$ cat config.mk
export PLATFORM = sky130hd
export DESIGN_NAME = ide_glue
export DESIGN_NICKNAME = d
export VERILOG_FILES = /design/src/ide_glue_pkg.sv /design/src/ide_glue.sv
export SDC_FILE = /design/constraint.sdc
export NUM_CORES = 1
export LEC_CHECK = 0
export CAP_MARGIN = 20
export CORE_AREA = 5 5 42 44
export CTS_CLUSTER_DIAMETER = 150
export DETAILED_ROUTE_END_ITERATION = 10
export DIE_AREA = 0 0 47 49
export DONT_BUFFER_PORTS = 1
export HOLD_SLACK_MARGIN = 0.08
export SYNTH_ARGS = -nofsm -noshare
export SYNTH_HDL_FRONTEND = slang
export SYNTH_SLANG_ARGS = --single-unit
$ cat constraint.sdc
create_clock -name core_clk_in -period 0.8 [get_ports core_clk_in]
set_input_delay 0.16 -clock core_clk_in [delete_from_list [all_inputs] [get_ports core_clk_in]]
set_output_delay 0.16 -clock core_clk_in [all_outputs]
set_load 0.05 [all_outputs]
$ cat src/ide_glue_pkg.sv
// Package for the drive interface glue: address ranges, field positions.
// Assumes a 10-bit host I/O address and one 20 MHz core clock.
package ide_glue_pkg;
    // ------------------------------------------------------------------
    // Address map
    // ------------------------------------------------------------------
    localparam int          ADDR_W          = 10;
    localparam logic [9:0]  PRI_CMD_BASE    = 10'h1F0;
    localparam logic [9:0]  SEC_CMD_BASE    = 10'h170;
    localparam logic [9:0]  PRI_CTL_BASE    = 10'h3F6;
    localparam logic [9:0]  SEC_CTL_BASE    = 10'h376;
    localparam logic [9:0]  PRI_CTL_HI      = 10'h3F7;
    localparam logic [9:0]  SEC_CTL_HI      = 10'h377;
    localparam int          CMD_LOW_BITS    = 3;
    localparam int          CTL_LOW_BITS    = 1;
    // ------------------------------------------------------------------
    // Control field positions
    // ------------------------------------------------------------------
    localparam int          FCR_DMA_ACK_BIT = 1;
    localparam int          ASC_NO_CS16_BIT = 2;
    localparam logic        CS16_USE_VALUE  = 1'b0;
    localparam logic        DMA_ACK_VALUE   = 1'b1;
    // ------------------------------------------------------------------
    // Reset values
    // ------------------------------------------------------------------
    localparam logic        SEL_IDLE        = 1'b1;
    localparam logic        OE_OFF          = 1'b1;

    typedef struct packed {
        logic [9:0] addr;
        logic       rd;
        logic       wr;
        logic       aen;
    } ide_glue_host_s;

    typedef struct packed {
        logic       ide_enable;
        logic       secondary;
        logic [7:0] function_control_reg;
        logic [7:0] advanced_support_cfg;
    } ide_glue_cfg_s;
endpackage : ide_glue_pkg

$ cat src/ide_glue.sv
// Drive interface glue: range decode, chip selects, bit 7 steer, latches.
// Assumes host strobes and drive pins are synchronous to core_clk_in.
// Functional notes
// Drive bit 7 toward drive for writes to 1F0-1F7h and 3F6h, or 170-177h and 376h, per the selected address set.
// Bit 7 line floats during accesses to 3F7h and 377h.
// High-byte latch enable only when drive answers with 16-bit select.
// Low-byte latch enable on every drive access, 8 or 16 bit.
// Both latch enables inactive while drive interface is disabled.
// DMA acknowledge input honoured only while control bit 1 is set.
// 16-bit select input used only while config bit 2 is zero.
// A 16-bit capable peripheral drives the 16-bit select input.
// Chip select 0 for command block of the selected address set.
// Chip select 1 for control block; off while interface disabled.
// Latch enables active low, idle high outside accesses and at reset.
module ide_glue
    import ide_glue_pkg::*;
(
    input  wire logic                        core_clk_in,
    input  wire logic                        arst_n_in,
    input  wire ide_glue_pkg::ide_glue_host_s host_in,
    input  wire ide_glue_pkg::ide_glue_cfg_s  cfg_in,
    input  wire logic [7:0]                  host_data_in,
    input  wire logic                        drive_dma_ack_n_in,
    input  wire logic                        io_cs16_n_in,
    input  wire logic                        drive_data_bit7_in,
    output logic                             drive_data_bit7_out,
    output logic                             drive_data_bit7_oe_n_out,
    output logic                             host_data_bit7_out,
    output logic                             drive_chip_select_0_n_out,
    output logic                             drive_chip_select_1_n_out,
    output logic                             low_byte_latch_en_n_out,
    output logic                             high_byte_latch_en_n_out
);
    import ide_glue_pkg::*;

    // ------------------------------------------------------------------
    // Address decode
    // ------------------------------------------------------------------
    wire logic [9:0] addr       = host_in.addr;
    wire logic       strobe     = host_in.rd | host_in.wr;
    wire logic       dma_mode   =
        cfg_in.function_control_reg[FCR_DMA_ACK_BIT] == DMA_ACK_VALUE;
    wire logic       dma_access = dma_mode & ~drive_dma_ack_n_in;
    wire logic       io_cycle   = strobe & ~host_in.aen;
    wire logic       pri_cmd    =
        addr[9:CMD_LOW_BITS] == PRI_CMD_BASE[9:CMD_LOW_BITS];
    wire logic       sec_cmd    =
        addr[9:CMD_LOW_BITS] == SEC_CMD_BASE[9:CMD_LOW_BITS];
    wire logic       pri_ctl    =
        addr[9:CTL_LOW_BITS] == PRI_CTL_BASE[9:CTL_LOW_BITS];
    wire logic       sec_ctl    =
        addr[9:CTL_LOW_BITS] == SEC_CTL_BASE[9:CTL_LOW_BITS];
    wire logic       cmd_hit    =
        cfg_in.secondary ? sec_cmd : pri_cmd;
    wire logic       ctl_hit    =
        cfg_in.secondary ? sec_ctl : pri_ctl;
    wire logic       ctl_hi     =
        cfg_in.secondary ? (addr == SEC_CTL_HI) : (addr == PRI_CTL_HI);
    wire logic       cmd_sel    =
        cfg_in.ide_enable & ((io_cycle & cmd_hit) | dma_access);
    wire logic       ctl_sel    =
        cfg_in.ide_enable & io_cycle & ctl_hit;
    wire logic       drive_acc  = cmd_sel | ctl_sel;
    wire logic       bit7_drive =
        cfg_in.ide_enable & strobe
        & ((io_cycle & ((cmd_hit | ctl_hit) & ~ctl_hi)) | dma_access);
    wire logic       cs16_use   =
        cfg_in.advanced_support_cfg[ASC_NO_CS16_BIT] == CS16_USE_VALUE;
    wire logic       wide       = cs16_use & ~io_cs16_n_in;

    // ------------------------------------------------------------------
    // Next values
    // ------------------------------------------------------------------
    wire logic cs0_next  = ~cmd_sel;
    wire logic cs1_next  = ~ctl_sel;
    wire logic lo_next   = ~(cfg_in.ide_enable & drive_acc);
    wire logic hi_next   =
        ~(cfg_in.ide_enable & drive_acc & wide);
    wire logic oe_next   = ~(bit7_drive & host_in.wr);
    wire logic d7_next   = host_data_in[7];
    wire logic rd7_next  = drive_data_bit7_in;

    logic cs0_reg;
    logic cs1_reg;
    logic lo_reg;
    logic hi_reg;
    logic oe_reg;
    logic d7_reg;
    logic rd7_reg;

    // ------------------------------------------------------------------
    // Output registers
    // ------------------------------------------------------------------
    always_ff @(posedge core_clk_in or negedge arst_n_in) begin
        if (!arst_n_in) begin
            cs0_reg <= SEL_IDLE;
        end else begin
            cs0_reg <= cs0_next;
        end
    end

    always_ff @(posedge core_clk_in or negedge arst_n_in) begin
        if (!arst_n_in) begin
            cs1_reg <= SEL_IDLE;
        end else begin
            cs1_reg <= cs1_next;
        end
    end

    // ------------------------------------------------------------------
    // Latch enables
    // ------------------------------------------------------------------
    always_ff @(posedge core_clk_in or negedge arst_n_in) begin
        if (!arst_n_in) begin
            lo_reg <= SEL_IDLE;
        end else begin
            lo_reg <= lo_next;
        end
    end

    always_ff @(posedge core_clk_in or negedge arst_n_in) begin
        if (!arst_n_in) begin
            hi_reg <= SEL_IDLE;
        end else begin
            hi_reg <= hi_next;
        end
    end

    // ------------------------------------------------------------------
    // Bit 7 steering
    // ------------------------------------------------------------------
    always_ff @(posedge core_clk_in or negedge arst_n_in) begin
        if (!arst_n_in) begin
            oe_reg <= OE_OFF;
        end else begin
            oe_reg <= oe_next;
        end
    end

    always_ff @(posedge core_clk_in or negedge arst_n_in) begin
        if (!arst_n_in) begin
            d7_reg <= 1'b0;
        end else begin
            d7_reg <= d7_next;
        end
    end

    always_ff @(posedge core_clk_in or negedge arst_n_in) begin
        if (!arst_n_in) begin
            rd7_reg <= 1'b0;
        end else begin
            rd7_reg <= rd7_next;
        end
    end

    // ------------------------------------------------------------------
    // Output ports
    // ------------------------------------------------------------------

    assign drive_chip_select_0_n_out = cs0_reg;
    assign drive_chip_select_1_n_out = cs1_reg;
    assign low_byte_latch_en_n_out   = lo_reg;
    assign high_byte_latch_en_n_out  = hi_reg;
    assign drive_data_bit7_oe_n_out  = oe_reg;
    assign drive_data_bit7_out       = d7_reg;
    assign host_data_bit7_out        = rd7_reg;
endmodule : ide_glue

# Word level (Yosys, flattened, before mapping)
# Index checks and enable logic that the tools add are counted.
# op_classes
eq_ne,6
mux,3
n_bitwise,29
# ops
operator,count
10-bit equality test (second input constant),2
9-bit equality test (second input constant),2
1-bit bitwise AND,14
7-bit by 6-bit equality test with 1-bit output (second input constant),2
1-bit inverter,10
1-bit bitwise OR,5
1-bit two-way mux,3
# totals
register_bits,7
in_bits,44
wordCells,45

# Longest topological paths before layout
# logic_depth
depth_word,9
mapped_depth,3
ltp_nobuf,3

# Worst setup path after synthesis
# Ideal clock, no wire load.
# synth_path
path_kind,input -> register
startpoint,in host_in[6] (netlist bit)
endpoint,"reg cs1_reg, in the netlist drive_chip_select_1_n_out"
setup_ns,0.093
arrival_ns,0.859
required_time_ns,0.707
slack_ns,-0.152
cell_stages,3
path_buffers,0
path_cell_list,nand4bb_1 nor4_4 nand4_1
# synth_between
elab_chain_len,4
word_cells_on_any_way,5
classes_between,2 x eq/ne; 1 x mux; 2 x bitwise
# synth_lines
element,line_no,rtl
start: declaration,ide_glue.sv:20,"input wire ide_glue_pkg::ide_glue_host_s host_in,"
9-bit equality test (on tied branches),"ide_glue.sv:50, ide_glue.sv:52",
1-bit two-way mux (*),ide_glue.sv:56,cfg_in.secondary ? sec_ctl : pri_ctl;
1-bit bitwise AND (*),ide_glue.sv:62,cfg_in.ide_enable & io_cycle & ctl_hit;
1-bit inverter (*),ide_glue.sv:75,wire logic cs1_next = ~ctl_sel;
net cs1_next,ide_glue.sv:75,
end signal: assignment,ide_glue.sv:106,cs1_reg <= cs1_next;
end: declaration,ide_glue.sv:84,logic cs1_reg;
# Mark *: on every way through the listed nets, which the timed path passes. The rest lies on a longest branch.

# Final worst setup path
# layout_path
startpoint,"reg lo_reg, in the netlist low_byte_latch_en_n_out"
endpoint,out low_byte_latch_en_n_out
# layout_lines
element,line_no,rtl
start: declaration,ide_glue.sv:85,logic lo_reg;
start signal: assignment,ide_glue.sv:117,lo_reg <= lo_next;
end: declaration,ide_glue.sv:31,"output logic low_byte_latch_en_n_out,"
# No word-level cell between the ends.

==> results by group <==
Worst setup path
  • Worst setup EP type: output pin
  • Crit Path Max Fanout: 1
  • Type of origin of the critical path: register
  • Crit path from: low_byte_latch_en_n_out$_DFF_PN1_
  • CP Capture Point: low_byte_latch_en_n_out
  • Critical Path Stages: 0
  • Crit Path Category: reg -> out
  • Worst EP arrival: 930 ps
  • Worst Path Required: 640 ps

Min path
  • Hold crit path type: in -> reg

Die
  • Core Box Area: 1401 um^2
  • Die area: between 2000 and 2500 um^2
  • Initial core utilization: 21.70%
  • Height of the die: 49 um
  • Die X: 47 um
  • Cell Rows: 14
  • Num ports: about 50

Cells and area
  • Cell area after layout: 510.5 um^2
  • Fin util: 36.43%
  • Area delta synth->final: 67.90%
  • Fill cells: 146
  • N_diodes: 0
  • Area of the multi-input gates: about 140 um^2
  • Share of layout cells above drive strength 1: 37.50%
  • Nets: 85
  • Reg area: about 180 um^2

GRT
  • All-layer global routing usage: 8.286%
  • Number of global-route vias before repair: 319
  • Initial antenna violation count: 0
  • Largest net degree at the start of global routing: 8
  • First-pass GRT wire length: 1380 um
  • Overflow after GRT: 0

Yosys
  • Post-Syn Instances: 25
  • Syn Area/Cell: 12.16 um^2
  • Synthesized area: 304.0 um^2
  • Largest cells by area after synthesis: dfstp_2, dfrtp_1, nor4_4
  • Synth warn: 0
  • Synth area leader: dfstp_2
  • Post-synthesis cell type count: 17
  • Register area share after synthesis: 59.67%
  • #FFs+latches synth: 7
  • Syn_nets: 69
  • Area share of the largest cell type after synthesis: 43.21%

Placed design
  • Placer Congestion: 0.7075
  • DP Area: just under 400 um^2
  • PortBufs: 0

Detailed routing
  • Routed Wire Length: 937 um
  • Remaining DRCs: 0
  • Detail Route Antenna Nets: 0
  • Vias per cell: 4.768
  • TritonRoute pass-1 iters: 1
  • Iter 0 DRT Violations: 0
  • DR WL/cell: between 15 and 20 um
  • Vias: 267

STA
  • Final WS setup: -290.1 ps
  • Max-slew headroom: 79.01%
  • Max Fclk: 0.9174 GHz
  • Tcrit/Tclk final: 136.3%
  • Endpoints failing setup: 7
  • Worst-Margin Slew: 312.5 ps
  • RSZ-0062 raised after global routing: yes
  • Final hold vios: 0
  • Minimum clock period: 1090 ps
  • Fin. max-slew vios: 0

Flow run
  • Maxcap violations: 0

Pwr
  • P_leak: 0.2116 nW
  • Pwr Density: 1665 nW/um^2
  • Maximum vdd drop: 0.0008355 V

Clock tree
  • Post-CTS setup buffer count: 0
  • CTS H-tree depth: 1
  • CTS Buf Count: 3
  • TritonCTS Sinks: 7
  • CTS tree: yes
  • Clk slew on worst S/H paths: 50 ps
  • Worst-case clock buffer depth: 2
  • Root buf cell: clkbuf_4

Outcome
  • Run status: finished, violations left
  • Violated checks: negative setup slack
==> timing repair <==
action                     CTS  global route
hold endpoints to repair    14             0
hold buffers                 9             0
gates resized for setup      0             3
pin swaps                    0             0
setup endpoints to repair    7            10
==> synth_stat cells, drive strengths merged <==
cell type / count
dfstp: 5
a21oi: 2
and3b: 1
nand3: 1
nand4bb: 1
inv: 1
nand3b: 1
nor2: 2
and2: 1
o211ai: 1
dfrtp: 2
nor4: 1
a31oi: 1
o21ai: 1
nand2: 2
xnor2: 1
nand4: 1
==> area by class of cell <==
| type | instances | area share [%] |
|---|---|---|
| flip-flops and latches | 7 | 35.54 |
| multi-input cells | 17 | 27.94 |
| repair buffers | 11 | 26.47 |
| clock buffers | 3 | 4.412 |
| well taps | 16 | 3.922 |
| clock inverters | 1 | 0.9804 |
| inverters | 1 | 0.7353 |
==> flip-flops by register name, summed over array words and instances, names as in the netlist <==
signal and count:
drive_chip_select_1_n_out 1, drive_data_bit7_oe_n_out 1, host_data_bit7_out 1, drive_chip_select_0_n_out 1
drive_data_bit7_out 1, high_byte_latch_en_n_out 1, low_byte_latch_en_n_out 1
==> report_power, final <==
part | internal [mW] | switching (mW) | leakage, nW
registers | 0.372 | 0.0296 | 0.0760
clock network | 0.183 | 0.136 | 0.0177
logic | 0.0728 | 0.0563 | 0.118
total | 0.628 | 0.222 | 0.212
==> kinds of logic after synthesis <==
kind of cell / Yosys count / synth area share, %
AND/OR/NAND/NOR: 11 / 26.75
flip-flops: 7 / 59.67
AO/OA/AOI/OAI: 5 / 9.466
XOR/XNOR: 1 / 2.881
buffers and inverters: 1 / 1.233
==> placed cells by master, fill, tap and decap left out <==
cell type       n
dlygate4sd3_1   7
dfstp_2         5
clkbuf_4        3
nor2_1          2
a21oi_1         2
nand2_1         2
dfrtp_1         2
dlymetal6s4s_1  2
buf_12          2
inv_1           1
nand4bb_4       1
xnor2_1         1
nand3_2         1
nor4_4          1
and3b_1         1
nand4_1         1
nand3b_1        1
o211ai_1        1
o21ai_0         1
and2_4          1
a31oi_1         1
clkinv_2        1
==> per-layer routing <==
metal	global-route usage, %	up-vias	share of wire, %
li1	-	121	-
met1	8.054	114	33
met2	13.80	32	45
met3	7.380	0	23
met4	0	0	0
met5	0	-	0
==> stage by stage <==
stage / std cells / setup slack [ps] / total power [mW] / hold slack [ps] / setup TNS, ps
2_1_floorplan: 25 / -15.54 / 0.4580 / -135.6 / -77.68
3_3_place_gp: 43 / -40.50 / 0.4871 / -135.4 / -231.6
3_5_place_dp: 43 / -94.48 / 0.4903 / -135.4 / -445.1
4_1_cts: 56 / -302.2 / 0.8679 / 104.0 / -1922
5_1_grt: 56 / -323.1 / 0.8977 / 107.3 / -1972
6_report: 56 / -290.1 / 0.8500 / 102.4 / -1778
==> how the worst min path moves through the flow <==
stage | cells past startpoint | slack, ps | startpoint | to
after global routing | 2 | 110 | host_in[12] | high_byte_latch_en_n_out$_DFF_PN1_
final | 2 | 100 | host_in[12] | high_byte_latch_en_n_out$_DFF_PN1_
after global placement | 0 | -140 | arst_n_in | host_data_bit7_out$_DFF_PN0_
after CTS | 2 | 100 | host_in[12] | high_byte_latch_en_n_out$_DFF_PN1_
after detailed placement | 0 | -140 | arst_n_in | host_data_bit7_out$_DFF_PN0_
after floorplan | 0 | -140 | arst_n_in | drive_data_bit7_out$_DFF_PN0_
Note: power is estimated with default switching activity, not from simulation.
